File: config.mk
export PLATFORM = sky130hd
export DESIGN_NAME = rbrm_top
export DESIGN_NICKNAME = d
export VERILOG_FILES = /design/src/logic/rbrm_pkg.sv /design/src/logic/rbrm_top.sv
export SDC_FILE = /design/constraint.sdc
export NUM_CORES = 1
export LEC_CHECK = 0
export ABC_AREA = 1
export BUFFER_PORTS_ARGS = -buffer_cell sky130_fd_sc_hd__buf_2
export CORE_AREA = 2 2 169 171
export DETAILED_ROUTE_END_ITERATION = 6
export DIE_AREA = 0 0 171 173
export PLACE_DENSITY_LB_ADDON = 0.1
export REMOVE_ABC_BUFFERS = 1
export SLEW_MARGIN = 20
export SYNTH_ARGS = -nofsm -noshare
export SYNTH_HDL_FRONTEND = slang
export SYNTH_SLANG_ARGS = --single-unit
File: constraint.sdc
create_clock -name mclk -period 2.9 [get_ports mclk]
set_input_delay 0 -clock mclk [delete_from_list [all_inputs] [get_ports mclk]]
set_output_delay 0 -clock mclk [all_outputs]
set_load 0.1 [all_outputs]
File: src/logic/rbrm_pkg.sv
`default_nettype none
package rbrm_pkg;
    // apb register byte addresses
    localparam logic [7:0] ADDR_CMD = 8'h00;
    localparam logic [7:0] ADDR_TCR = 8'h04;
    localparam logic [7:0] ADDR_RCR = 8'h08;
    localparam logic [7:0] ADDR_DCR = 8'h0C;
    localparam logic [7:0] ADDR_FIRST = 8'h10;
    localparam logic [7:0] ADDR_END = 8'h14;
    localparam logic [7:0] ADDR_BND = 8'h18;
    localparam logic [7:0] ADDR_CUR = 8'h1C;
    localparam logic [7:0] ADDR_ISR = 8'h20;
    localparam logic [7:0] ADDR_IMR = 8'h24;
    localparam logic [7:0] ADDR_MISS = 8'h28;
    localparam logic [7:0] ADDR_RCL = 8'h2C;
    localparam logic [7:0] ADDR_RCH = 8'h30;
    // command register fields
    localparam int CMD_HALT = 0;
    localparam int CMD_START = 1;
    localparam int CMD_TXREQ = 2;
    localparam logic [7:0] CMD_RST = 8'h21;
    // transmit config loopback field (bits 2:1)
    localparam int TCR_LB_HI = 2;
    localparam int TCR_LB_LO = 1;
    // receive config fields
    localparam int RCR_ACC_ERR = 0;
    localparam int RCR_ACC_RUNT = 1;
    // interrupt status bits
    localparam int ISR_PRX = 0;
    localparam int ISR_PTX = 1;
    localparam int ISR_RXE = 2;
    localparam int ISR_TXE = 3;
    localparam int ISR_OVW = 4;
    localparam int ISR_RST = 7;
    // receive status byte fields
    localparam int RST_OK = 0;
    localparam int RST_CRC = 1;
    localparam int RST_ALIGN = 2;
    localparam int RST_RUNT = 3;
    // page layout
    localparam logic [7:0] HDR_BYTES = 8'h04;
    localparam logic [7:0] PAGE_LAST = 8'hFF;
    localparam logic [1:0] HDR_LAST = 2'h3;
    localparam logic [7:0] REG_RST = 8'h00;
    localparam logic [7:0] MISS_MAX = 8'hFF;

    typedef enum {RBRM_IDLE, RBRM_STORE, RBRM_DROP, RBRM_HDR} rbrm_state_t;

    // end-of-packet verdict from the receive stream
    typedef struct packed {
        logic runt;
        logic crc_err;
        logic align_err;
    } rbrm_rx_stat_t;

    // byte write toward local buffer memory
    typedef struct packed {
        logic we;
        logic [15:0] addr;
        logic [7:0] data;
    } rbrm_mem_t;
endpackage
`default_nettype wire

File: src/logic/rbrm_top.sv
// The APB interface to the registers and the register offsets are this design's own decisions.
`default_nettype none
module rbrm_top (
    input wire logic mclk,
    input wire logic rst_n,
    input wire logic psel,
    input wire logic penable,
    input wire logic pwrite,
    input wire logic [7:0] paddr,
    input wire logic [31:0] pwdata,
    output logic [31:0] prdata,
    output logic pready,
    output logic pslverr,
    input wire logic rx_valid,
    input wire logic [7:0] rx_data,
    input wire logic rx_last,
    input wire rbrm_pkg::rbrm_rx_stat_t rx_stat,
    output logic rx_ready,
    input wire logic tx_sent,
    input wire logic tx_fault,
    output rbrm_pkg::rbrm_mem_t mem,
    output logic tx_request
);
    logic [7:0] cmd_reg;
    logic [7:0] tcr_reg;
    logic [7:0] rcr_reg;
    logic [7:0] data_config_reg;
    logic [7:0] first_reg;
    logic [7:0] end_reg;
    logic [7:0] bnd_reg;
    logic [7:0] cur_reg;
    logic [7:0] isr_reg;
    logic [7:0] imr_reg;
    logic [7:0] miss_reg;
    logic [7:0] rcl_reg;
    logic [7:0] rch_reg;
    logic halted_reg;
    logic rx_gate_reg;
    logic full_reg;
    rbrm_pkg::rbrm_state_t state_reg;
    logic [7:0] page_reg;
    logic [7:0] off_reg;
    logic [15:0] count_reg;
    logic [7:0] next_reg;
    logic [7:0] stat_reg;
    logic [1:0] hidx_reg;
    logic [31:0] rdata_next;
    logic hit_next;
    logic wr_cmd, wr_tcr, wr_isr, wr_bnd, wr_cur, acc, setup;
    logic take, start_pkt, can_rx, pkt_good, set_ovw, set_prx, set_rxe;
    logic [7:0] link_page;
    logic [7:0] isr_set;

    assign setup = psel && !penable;
    assign acc = psel && penable && pready && pwrite;
    assign wr_cmd = acc && paddr == rbrm_pkg::ADDR_CMD;
    assign wr_tcr = acc && paddr == rbrm_pkg::ADDR_TCR;
    assign wr_isr = acc && paddr == rbrm_pkg::ADDR_ISR;
    assign wr_bnd = acc && paddr == rbrm_pkg::ADDR_BND;
    assign wr_cur = acc && paddr == rbrm_pkg::ADDR_CUR;

    // read mux, decoded during the setup cycle so data is ready at access
    always_comb begin
        rdata_next = '0;
        hit_next = 1'b1;
        if (paddr == rbrm_pkg::ADDR_CMD) begin
            rdata_next[7:0] = cmd_reg;
        end else if (paddr == rbrm_pkg::ADDR_TCR) begin
            rdata_next[7:0] = tcr_reg;
        end else if (paddr == rbrm_pkg::ADDR_RCR) begin
            rdata_next[7:0] = rcr_reg;
        end else if (paddr == rbrm_pkg::ADDR_DCR) begin
            rdata_next[7:0] = data_config_reg;
        end else if (paddr == rbrm_pkg::ADDR_FIRST) begin
            rdata_next[7:0] = first_reg;
        end else if (paddr == rbrm_pkg::ADDR_END) begin
            rdata_next[7:0] = end_reg;
        end else if (paddr == rbrm_pkg::ADDR_BND) begin
            rdata_next[7:0] = bnd_reg;
        end else if (paddr == rbrm_pkg::ADDR_CUR) begin
            rdata_next[7:0] = cur_reg;
        end else if (paddr == rbrm_pkg::ADDR_ISR) begin
            rdata_next[7:0] = isr_reg;
        end else if (paddr == rbrm_pkg::ADDR_IMR) begin
            rdata_next[7:0] = imr_reg;
        end else if (paddr == rbrm_pkg::ADDR_MISS) begin
            rdata_next[7:0] = miss_reg;
        end else if (paddr == rbrm_pkg::ADDR_RCL) begin
            rdata_next[7:0] = rcl_reg;
        end else if (paddr == rbrm_pkg::ADDR_RCH) begin
            rdata_next[7:0] = rch_reg;
        end else begin
            hit_next = 1'b0;
        end
    end

    // apb answer: one wait-free access phase after every setup
    always_ff @(posedge mclk or negedge rst_n) begin
        if (!rst_n) begin
            pready <= 1'b0;
            prdata <= '0;
            pslverr <= 1'b0;
        end else begin
            pready <= setup;
            prdata <= setup ? rdata_next : '0;
            pslverr <= setup && !hit_next;
        end
    end

    // plain software-owned configuration bytes
    always_ff @(posedge mclk or negedge rst_n) begin
        if (!rst_n) begin
            tcr_reg <= rbrm_pkg::REG_RST;
            rcr_reg <= rbrm_pkg::REG_RST;
            data_config_reg <= rbrm_pkg::REG_RST;
            first_reg <= rbrm_pkg::REG_RST;
            end_reg <= rbrm_pkg::REG_RST;
            bnd_reg <= rbrm_pkg::REG_RST;
            imr_reg <= rbrm_pkg::REG_RST;
            rcl_reg <= rbrm_pkg::REG_RST;
            rch_reg <= rbrm_pkg::REG_RST;
        end else if (acc) begin
            if (paddr == rbrm_pkg::ADDR_TCR) tcr_reg <= pwdata[7:0];
            if (paddr == rbrm_pkg::ADDR_RCR) rcr_reg <= pwdata[7:0];
            if (paddr == rbrm_pkg::ADDR_DCR) data_config_reg <= pwdata[7:0];
            if (paddr == rbrm_pkg::ADDR_FIRST) first_reg <= pwdata[7:0];
            if (paddr == rbrm_pkg::ADDR_END) end_reg <= pwdata[7:0];
            if (paddr == rbrm_pkg::ADDR_BND) bnd_reg <= pwdata[7:0];
            if (paddr == rbrm_pkg::ADDR_IMR) imr_reg <= pwdata[7:0];
            if (paddr == rbrm_pkg::ADDR_RCL) rcl_reg <= pwdata[7:0];
            if (paddr == rbrm_pkg::ADDR_RCH) rch_reg <= pwdata[7:0];
        end
    end

    // command byte; request bit drops when the transmit side reports back
    always_ff @(posedge mclk or negedge rst_n) begin
        if (!rst_n) begin
            cmd_reg <= rbrm_pkg::CMD_RST;
            halted_reg <= 1'b1;
            tx_request <= 1'b0;
        end else begin
            if (wr_cmd) begin
                cmd_reg <= pwdata[7:0];
                if (pwdata[rbrm_pkg::CMD_HALT]) begin
                    halted_reg <= 1'b1;
                end else if (pwdata[rbrm_pkg::CMD_START]) begin
                    halted_reg <= 1'b0;
                end
                tx_request <= pwdata[rbrm_pkg::CMD_TXREQ] && !pwdata[rbrm_pkg::CMD_HALT];
            end else if (tx_sent || tx_fault) begin
                tx_request <= 1'b0;
                cmd_reg[rbrm_pkg::CMD_TXREQ] <= 1'b0;
            end
        end
    end

    // receive gate: a start while looped back holds the local dma off
    // until the transmit config is rewritten
    always_ff @(posedge mclk or negedge rst_n) begin
        if (!rst_n) begin
            rx_gate_reg <= 1'b0;
        end else if (wr_tcr) begin
            rx_gate_reg <= 1'b1;
        end else if (wr_cmd && pwdata[rbrm_pkg::CMD_START]) begin
            rx_gate_reg <= tcr_reg[rbrm_pkg::TCR_LB_HI:rbrm_pkg::TCR_LB_LO] == 2'b00;
        end
    end

    assign can_rx = !halted_reg && rx_gate_reg;
    assign take = rx_valid && rx_ready;
    assign start_pkt = take && state_reg == rbrm_pkg::RBRM_IDLE;
    assign pkt_good = (!(rx_stat.crc_err || rx_stat.align_err) || rcr_reg[rbrm_pkg::RCR_ACC_ERR])
        && (!rx_stat.runt || rcr_reg[rbrm_pkg::RCR_ACC_RUNT]);

    // next page with wrap at the end page, compared on page numbers only
    always_comb begin
        link_page = page_reg + 8'h01;
        if (link_page == end_reg) begin
            link_page = first_reg;
        end
    end

    // status events raised by the receive machine, the transmit side and the halt state
    assign set_ovw = (start_pkt && can_rx && full_reg)
        || (state_reg == rbrm_pkg::RBRM_STORE && take && !rx_last
            && off_reg == rbrm_pkg::PAGE_LAST && link_page == bnd_reg);
    assign set_prx = state_reg == rbrm_pkg::RBRM_STORE && take && rx_last && pkt_good;
    assign set_rxe = state_reg == rbrm_pkg::RBRM_STORE && take && rx_last && !pkt_good;
    always_comb begin
        isr_set = '0;
        isr_set[rbrm_pkg::ISR_PRX] = set_prx;
        isr_set[rbrm_pkg::ISR_PTX] = tx_sent;
        isr_set[rbrm_pkg::ISR_RXE] = set_rxe;
        isr_set[rbrm_pkg::ISR_TXE] = tx_fault;
        isr_set[rbrm_pkg::ISR_OVW] = set_ovw;
        isr_set[rbrm_pkg::ISR_RST] = halted_reg;
    end

    // sticky status flags, write one to clear; a set in the same cycle wins
    genvar gi;
    generate
        for (gi = 0; gi < 8; gi++) begin : g_isr
            always_ff @(posedge mclk or negedge rst_n) begin
                if (!rst_n) begin
                    isr_reg[gi] <= 1'b0;
                end else if (isr_set[gi]) begin
                    isr_reg[gi] <= 1'b1;
                end else if (wr_isr && pwdata[gi]) begin
                    isr_reg[gi] <= 1'b0;
                end
            end
        end
    endgenerate

    // missed tally: packets dropped at their first byte while running; frozen when halted
    always_ff @(posedge mclk or negedge rst_n) begin
        if (!rst_n) begin
            miss_reg <= rbrm_pkg::REG_RST;
        end else if (start_pkt && !halted_reg && (!rx_gate_reg || full_reg)
                     && miss_reg != rbrm_pkg::MISS_MAX) begin
            miss_reg <= miss_reg + 8'h01;
        end
    end

    // write pointer and full/empty memory of the ring
    always_ff @(posedge mclk or negedge rst_n) begin
        if (!rst_n) begin
            cur_reg <= rbrm_pkg::REG_RST;
            full_reg <= 1'b0;
        end else if (state_reg == rbrm_pkg::RBRM_HDR && hidx_reg == rbrm_pkg::HDR_LAST) begin
            cur_reg <= next_reg;
            full_reg <= next_reg == bnd_reg;
        end else if (wr_cur) begin
            cur_reg <= pwdata[7:0];
            full_reg <= 1'b0;
        end else if (wr_bnd) begin
            full_reg <= 1'b0;
        end
    end

    // receive machine: store, link pages, then header or reclaim
    always_ff @(posedge mclk or negedge rst_n) begin
        if (!rst_n) begin
            state_reg <= rbrm_pkg::RBRM_IDLE;
            page_reg <= rbrm_pkg::REG_RST;
            off_reg <= rbrm_pkg::REG_RST;
            count_reg <= '0;
            next_reg <= rbrm_pkg::REG_RST;
            stat_reg <= rbrm_pkg::REG_RST;
            hidx_reg <= '0;
            rx_ready <= 1'b0;
            mem <= '0;
        end else begin
            mem.we <= 1'b0;
            rx_ready <= state_reg != rbrm_pkg::RBRM_HDR;
            case (state_reg)
                rbrm_pkg::RBRM_IDLE: begin
                    if (start_pkt) begin
                        if (can_rx && !full_reg) begin
                            mem <= '{1'b1, {cur_reg, rbrm_pkg::HDR_BYTES}, rx_data};
                            page_reg <= cur_reg;
                            off_reg <= rbrm_pkg::HDR_BYTES + 8'h01;
                            count_reg <= 16'h0001;
                            state_reg <= rx_last ? rbrm_pkg::RBRM_IDLE : rbrm_pkg::RBRM_STORE;
                        end else if (!rx_last) begin
                            state_reg <= rbrm_pkg::RBRM_DROP;
                        end
                    end
                end
                rbrm_pkg::RBRM_STORE: begin
                    if (take) begin
                        // trailing crc bytes arrive as data, so they land after the payload
                        mem <= '{1'b1, {page_reg, off_reg}, rx_data};
                        count_reg <= count_reg + 16'h0001;
                        off_reg <= off_reg + 8'h01;
                        if (rx_last) begin
                            next_reg <= off_reg == rbrm_pkg::PAGE_LAST ? link_page
                                : (page_reg + 8'h01 == end_reg ? first_reg
                                   : page_reg + 8'h01);
                            stat_reg <= {4'h0, rx_stat.runt, rx_stat.align_err,
                                         rx_stat.crc_err, pkt_good};
                            hidx_reg <= '0;
                            rx_ready <= !pkt_good;
                            // rejected: cur never moved, so all pages come back
                            state_reg <= pkt_good ? rbrm_pkg::RBRM_HDR
                                : rbrm_pkg::RBRM_IDLE;
                        end else if (off_reg == rbrm_pkg::PAGE_LAST) begin
                            if (link_page == bnd_reg) begin
                                state_reg <= rbrm_pkg::RBRM_DROP;
                            end else begin
                                page_reg <= link_page;
                            end
                        end
                    end
                end
                rbrm_pkg::RBRM_DROP: begin
                    if (take && rx_last) begin
                        state_reg <= rbrm_pkg::RBRM_IDLE;
                    end
                end
                rbrm_pkg::RBRM_HDR: begin
                    // header goes back into the first page at offsets 0..3
                    mem.we <= 1'b1;
                    mem.addr <= {cur_reg, 6'h00, hidx_reg};
                    case (hidx_reg)
                        2'h0: mem.data <= stat_reg;
                        2'h1: mem.data <= next_reg;
                        2'h2: mem.data <= count_reg[7:0];
                        default: mem.data <= count_reg[15:8];
                    endcase
                    hidx_reg <= hidx_reg + 2'h1;
                    if (hidx_reg == rbrm_pkg::HDR_LAST) begin
                        state_reg <= rbrm_pkg::RBRM_IDLE;
                        rx_ready <= 1'b1;
                    end
                end
                default: state_reg <= rbrm_pkg::RBRM_IDLE;
            endcase
        end
    end

    property p_link_wrap;
        @(posedge mclk) disable iff (!rst_n)
        (state_reg == rbrm_pkg::RBRM_STORE && take && !rx_last
         && off_reg == rbrm_pkg::PAGE_LAST && page_reg + 8'h01 == end_reg
         && first_reg != bnd_reg) |=> page_reg == $past(first_reg);
    endproperty
    a_link_wrap: assert property (p_link_wrap) else $error("no wrap at end page");

    property p_link_next;
        @(posedge mclk) disable iff (!rst_n)
        (state_reg == rbrm_pkg::RBRM_STORE && take && !rx_last
         && off_reg == rbrm_pkg::PAGE_LAST && page_reg + 8'h01 != end_reg
         && page_reg + 8'h01 != bnd_reg) |=> page_reg == $past(page_reg) + 8'h01;
    endproperty
    a_link_next: assert property (p_link_next) else $error("page not linked");

    property p_bnd_abort;
        @(posedge mclk) disable iff (!rst_n)
        (state_reg == rbrm_pkg::RBRM_STORE && take && !rx_last
         && off_reg == rbrm_pkg::PAGE_LAST && link_page == bnd_reg)
        |=> state_reg == rbrm_pkg::RBRM_DROP && isr_reg[rbrm_pkg::ISR_OVW]
            && cur_reg == $past(cur_reg);
    endproperty
    a_bnd_abort: assert property (p_bnd_abort) else $error("boundary not honoured");

    property p_no_write_bnd;
        @(posedge mclk) disable iff (!rst_n)
        (mem.we && $past(state_reg) == rbrm_pkg::RBRM_STORE)
        |-> mem.addr[15:8] != bnd_reg || mem.addr[15:8] == cur_reg;
    endproperty
    a_no_write_bnd: assert property (p_no_write_bnd) else $error("wrote boundary page");

    property p_first_offset;
        @(posedge mclk) disable iff (!rst_n)
        (start_pkt && can_rx && !full_reg) |=> mem.we && mem.addr[7:0] == rbrm_pkg::HDR_BYTES;
    endproperty
    a_first_offset: assert property (p_first_offset) else $error("data offset wrong");

    property p_header;
        @(posedge mclk) disable iff (!rst_n)
        set_prx |=> ##1 (mem.we && mem.addr == {cur_reg, 8'h00})
            ##1 (mem.data == next_reg) ##2 cur_reg == $past(next_reg, 3);
    endproperty
    a_header: assert property (p_header) else $error("header sequence wrong");

    property p_reject;
        @(posedge mclk) disable iff (!rst_n)
        set_rxe |=> state_reg == rbrm_pkg::RBRM_IDLE && cur_reg == $past(cur_reg);
    endproperty
    a_reject: assert property (p_reject) else $error("reject did not reclaim");

    property p_miss_halt;
        @(posedge mclk) disable iff (!rst_n)
        halted_reg |=> miss_reg == $past(miss_reg);
    endproperty
    a_miss_halt: assert property (p_miss_halt) else $error("tally moved while halted");

    property p_loop_gate;
        @(posedge mclk) disable iff (!rst_n)
        (wr_cmd && pwdata[rbrm_pkg::CMD_START] && !pwdata[rbrm_pkg::CMD_HALT]
         && tcr_reg[rbrm_pkg::TCR_LB_HI:rbrm_pkg::TCR_LB_LO] != 2'b00)
        |=> !can_rx;
    endproperty
    a_loop_gate: assert property (p_loop_gate) else $error("receive live in loopback");

    property p_isr_clear;
        @(posedge mclk) disable iff (!rst_n)
        (wr_isr && pwdata[7:0] == 8'hFF && isr_set == 8'h00) |=> isr_reg == 8'h00;
    endproperty
    a_isr_clear: assert property (p_isr_clear) else $error("status not cleared");
endmodule
`default_nettype wire

* Word level (Yosys, flattened, before mapping)
Cells that the tools add are included.
** Word-level totals
- Bits in registers :: 220
- Input port bits :: 60
- Output and inout bits :: 61
- Logic and storage cells :: 259
** Operators by class
- Add/subtract/negate cells :: 5
- Eq/ne operators :: 38
- Muxes and demuxes :: 91
- Reductions and logical operators :: 88
** Operators with widths (count)
- 32-bit 2-to-1 mux :: 9
- 8-bit 2-to-1 mux :: 26
- 32-bit one-hot mux with 4 select lines :: 1
- 32-bit by 2-bit equality test with 1-bit output (second input constant) :: 3
- 25-bit 2-to-1 mux :: 3
- 25-bit one-hot mux with 3 select lines :: 1
- 32-bit zero test :: 2
- 16-bit 2-to-1 mux :: 3
- 8-bit by 6-bit equality test with 1-bit output (second input constant) :: 5
- 1-bit 2-to-1 mux :: 39
- 1-bit logical AND :: 37
- 32-bit by 1-bit equality test with 1-bit output (second input constant) :: 1
- 32-bit by 3-bit equality test with 1-bit output (second input constant) :: 1
- 8-bit by 5-bit equality test with 1-bit output (second input constant) :: 4
- 32-bit by 3-bit != test with 1-bit output (second input constant) :: 1
- 16-bit one-hot mux with 2 select lines :: 1
- 8-bit one-hot mux with 2 select lines :: 2
- 8-bit by 1-bit adder with 8-bit output (second input constant) :: 3
- 8-bit equality test :: 3
- 8-bit one-hot mux with 3 select lines :: 1
- 2-bit nonzero test :: 12
- 2-bit AND reduction :: 10
- 2-bit != test (second input constant) :: 9
- 16-bit by 1-bit adder with 16-bit output (second input constant) :: 1
- other kinds (19) :: 44

* Depth between registers and ports, before layout
- Depth in word-level cells :: 16
- Mapped depth :: 23
- Mapped depth without buffers :: 22

* Least setup slack after synthesis
No wires, ideal clock.
- Path type :: reg2reg
- From :: register rx_ready
- To :: register count_reg[15]
- Setup time :: 0.121 ns
- Arrival time :: 2.786 ns
- Data required time :: 2.779 ns
- Path slack :: -0.007 ns
- Cell stages (with the launch flop) :: 18
- Path buffers :: 0
- Clock period less this slack :: 2.907 ns
- Cells stage by stage :: dfrtp_1 nand2_1 inv_1 nand2_1 nor2_1 nor2_2 nor3_2 nand2_1 nor2_1 nand2_1 nor2_1 nand2_1 nor2_1 nand3_1 nor2_1 nand3_1 o21ai_1 a21oi_1
** On the way
- Word-level cells in the longest chain between the ends :: 4
- Elaborated cells between the ends (all ways) :: 5
- Classes of those cells :: eq/ne (2); reduce/logical (3)
** RTL lines
- start: declaration :: RTL line rbrm_top.sv:18 : output logic rx_ready,
- start signal: assignment :: RTL line rbrm_top.sv:255 : rx_ready <= state_reg != rbrm_pkg::RBRM_HDR;
- start signal: assignment :: RTL line rbrm_top.sv:283 : rx_ready <= !pkt_good;
- 1-bit logical AND * :: RTL line rbrm_top.sv:170 : assign take = rx_valid && rx_ready;
- 1-bit logical AND :: RTL line rbrm_top.sv:171 : assign start_pkt = take && state_reg == rbrm_pkg::RBRM_IDLE;
- 2-bit != test (no line)
- 4-bit AND reduction (no line) *
- end signal: assignment :: RTL line rbrm_top.sv:274 : count_reg <= count_reg + 16'h0001;
- end: declaration :: RTL line rbrm_top.sv:43 : logic [15:0] count_reg;
Every way passes the cells marked *; elsewhere a longest branch is shown, timed or not.
A chain may end at the register's enable or synchronous reset.

* Worst setup path in the final report
- From :: register page_reg[0]
- To :: register page_reg[0]
** On the way
- Word-level cells in the longest chain between the ends :: 8
- Elaborated cells between the ends (all ways) :: 11
- Classes of those cells :: add/sub (1); eq/ne (3); mux (6); reduce/logical (1)
** RTL lines
- start: declaration :: RTL line rbrm_top.sv:41 : logic [7:0] page_reg;
- start signal: assignment :: RTL line rbrm_top.sv:245 : page_reg <= rbrm_pkg::REG_RST;
- start signal: assignment :: RTL line rbrm_top.sv:261 : page_reg <= cur_reg;
- start signal: assignment :: RTL line rbrm_top.sv:291 : page_reg <= link_page;
- 8-bit by 1-bit adder with 8-bit output * :: RTL line rbrm_top.sv:177 : link_page = page_reg + 8'h01;
- 8-bit equality test :: RTL line rbrm_top.sv:178 : if (link_page == end_reg) begin
- 8-bit 2-to-1 mux * :: RTL line rbrm_top.sv:178
- 8-bit 2-to-1 mux :: RTL line rbrm_top.sv:288 : if (link_page == bnd_reg) begin
- 8-bit 2-to-1 mux :: RTL line rbrm_top.sv:287 : end else if (off_reg == rbrm_pkg::PAGE_LAST) begin
- 8-bit 2-to-1 mux :: RTL line rbrm_top.sv:276 : if (rx_last) begin
- 8-bit 2-to-1 mux :: RTL line rbrm_top.sv:271 : if (take) begin
- 8-bit one-hot mux with 2 select lines :: RTL line rbrm_top.sv:256 : case (state_reg)
Every way passes the cells marked *; elsewhere a longest branch is shown, timed or not. The select of a mux whose other input is x is not followed.

==> impl_metrics.tcl <==
set metrics [dict create \
    antenna_found_initial 0 \
    placed_cell_area_sq_mm 0.0105 \
    core_area_sq_mm 0.0276 \
    grt_usage_pct 20.9 \
    tightest_slew_ns 0.817 \
    crit_path_start_kind "flop" \
    dp_cells 1636 \
    routedWlPerCell_microns 17.7 \
    root_buffer "clkbuf_16" \
    tns_ns 0 \
    synthTopCellsByCount "nand2_1, dfrtp_1, o21ai_0" \
    cp_max_fo 9 \
    wl_microns 30000 \
    cts_buffers 17 \
    clockBufferDepth 2 \
    critical-path-slowest-cell "dfrtp_1" \
    drtPass1Iterations 7 \
    postSynth.asyncResetShare_pct 100 \
    area_growth_pct 18.3 \
    globalplace.congestion 0.860 \
    fin_hold_ws_ns 0.00646 \
    synth_enable_flop_cells 0 \
    leakage_nw 5.35 \
    drtAntennaViolNets 0 \
    finalInstanceArea_sq_mm 0.0114 \
    hold_viol_final 0 \
    drc 0 \
    synthesis.area_per_instance_sq_um 8.10 \
    grt_max_degree 84 \
    die_w_microns 171 \
    period_share_pct 92.1 \
    ys_types 49 \
    yosysMostFrequentCell "nand2_1" \
    ys.flop_type "dfrtp_1" \
    cp_top_family "simple AND/OR/NAND/NOR gates" \
    h-tree-depth 4 \
    dp_hpwl_microns 21900 \
    worst_hold_path_type "in -> reg" \
    yosysTopAreaCell "dfrtp_1" \
    outcome "finished, final reports clean" \
    ys_ff_latch 190 \
    finalSetupViolCount 0 \
    grt_pass1_vias 8180 \
    crit_chain "ha_2, inv_1, nand2_1, nand2_1, xor2_1, o21ai_1, nor2_4, buf_4, nand4_1, nand2_1, nand2_1, nand2_1, nand2_1, nor2_1, nand2_2, nand2_2, nand2_4, nand2_4, nand2_1, nand2_1" \
    die_y_microns 173 \
    rows 61 \
    powerDensity_mw_per_mm2 494 \
    fmax_mhz 374 \
    cp_num_buf_inv 2 \
    worst_ep_arrival_time_ns 3.04 \
    dieArea_sq_mm 0.0296 \
    synth_area_sq_mm 0.00964 \
    final_max_slew_viol_count 0 \
    skew_ns 0.0162 \
    finalNetCount 1377 \
    grt_remaining_overflow 0 \
    rsz0062_at_grt "yes" \
    port_buffers 72 \
    final_cells 1699 \
    synth_area_leaders "dfrtp_1, nand2_1, o21ai_0" \
    irDropWorstVdd_uv 306 \
    via_per_inst 5.00 \
    synth_top_area_share_pct 48.6 \
    drt_iter0_drc 686 \
    path_common_cell "nand2_1" \
    ios 121 \
    yosys_warnings 0 \
    min_period_ns 2.67 \
    slowest_delay_ns 0.39 \
    clk_pin_slew_ns 0.08 \
    required_ns 3.27 \
    final_layout_size_suffix_gt1_share_pct 13.9 \
    antenna_cells 0 \
    end_kind "flop" \
    p_total_mw 5.64 \
    slew_headroom_pct 45.5 \
    clock_sinks 190 \
    critPathKind "reg -> reg" \
    max_cap_viol_count 0 \
    cts_tree "yes" \
    largest_register_ffs 25 \
    grt_first_pass_wirelength_microns 47600 \
    seq_area_frac_synth_pct 49.4 \
    vias 8495 \
    synthCells 1189 \
    insertion_delay_ns 0.45 \
    initial_core_util_pct 34.9 \
]
[metrics by stage]
stage                     util, %  setup WS, ns
after floorplan                 -        -0.376
after global placement       38.0         0.257
after detailed placement     38.0         0.197
after CTS                    41.0         0.183
after global routing         41.3       -0.0247
final                        41.3         0.228
[worst reg2reg max path: stages (launching register included)]
cell,delay (ns)
dfrtp_1,0.39
ha_2,0.23
inv_1,0.08
nand2_1,0.05
nand2_1,0.16
xor2_1,0.16
o21ai_1,0.12
nor2_4,0.18
buf_4,0.15
nand4_1,0.14
nand2_1,0.12
nand2_1,0.05
nand2_1,0.05
nand2_1,0.05
nor2_1,0.16
nand2_2,0.11
nand2_2,0.08
nand2_4,0.09
nand2_4,0.12
nand2_1,0.06
nand2_1,0.05
[power by group]
group          switching (mW)  internal, mW
sequential             0.0130          2.66
combinational           0.435         0.128
clock                    1.21          1.19
total                    1.66          3.98
[layout by cell type, fill, tap and decap left out, types with 27 or more instances in the layout]
master / n
inv_1: 128
nand3_1: 64
buf_4: 36
o211ai_1: 27
nor2_1: 56
o21ai_0: 149
buf_2: 71
a21oi_1: 46
nand2_1: 301
dfrtp_1: 186
[what timing repair did]
action,in CTS,in global routing
setup endpoints to repair,0,14
buffers inserted,0,6
hold endpoints to repair,112,0
resized for setup,0,9
hold buffers,25,0
[logic make-up after synthesis]
family | synth area share (%)
adder cells (fa/ha/maj) | 1.17
multiplexers | 0.234
XOR/XNOR | 1.36
buffers and inverters | 8.49
AND/OR/NAND/NOR | 22.4
flip-flops | 49.4
other | 0.0389
AO/OA/AOI/OAI | 16.9
[path summary, 6_finish.rpt]
kind / from / cells past startpoint / slack [ns] / to
worst max-delay path: page_reg[0]$_DFFE_PN0P_ / 20 / 0.23 / page_reg[0]$_DFFE_PN0P_
worst min-delay path: paddr[5] / 3 / 0.006 / pslverr$_DFF_PN0_
worst max register to register: page_reg[0]$_DFFE_PN0P_ / 20 / 0.23 / page_reg[0]$_DFFE_PN0P_
worst min register to register: off_reg[7]$_DFFE_PN0P_ / 1 / 0.47 / off_reg[7]$_DFFE_PN0P_
max in group asynchronous: rst_n / 3 / 1.86 / cmd_reg[5]$_DFFE_PN1P_
min in group asynchronous: rst_n / 2 / 0.15 / mem[23]$_DFFE_PN0P_
[area by class of cell]
class	count	area [sq um]
fillers	2898	16200
clock inverters	12	140
flip-flops and latches	190	4760
well taps	378	473
multi-input cells	830	4170
repair buffers	134	910
clock buffers	20	447
inverters	135	507
[metal layers]
| metal | vias to the layer above | global-route usage (%) | routed length, microns |
|---|---|---|---|
| li1 | 4166 | - | - |
| met2 | 220 | 30.9 | 13000 |
| met1 | 4089 | 32.3 | 15400 |
| met5 | - | 0 | 0 |
| met4 | 0 | 4.59 | 346 |
| met3 | 20 | 2.77 | 1260 |
Note: power is estimated with default switching activity, not from simulation.
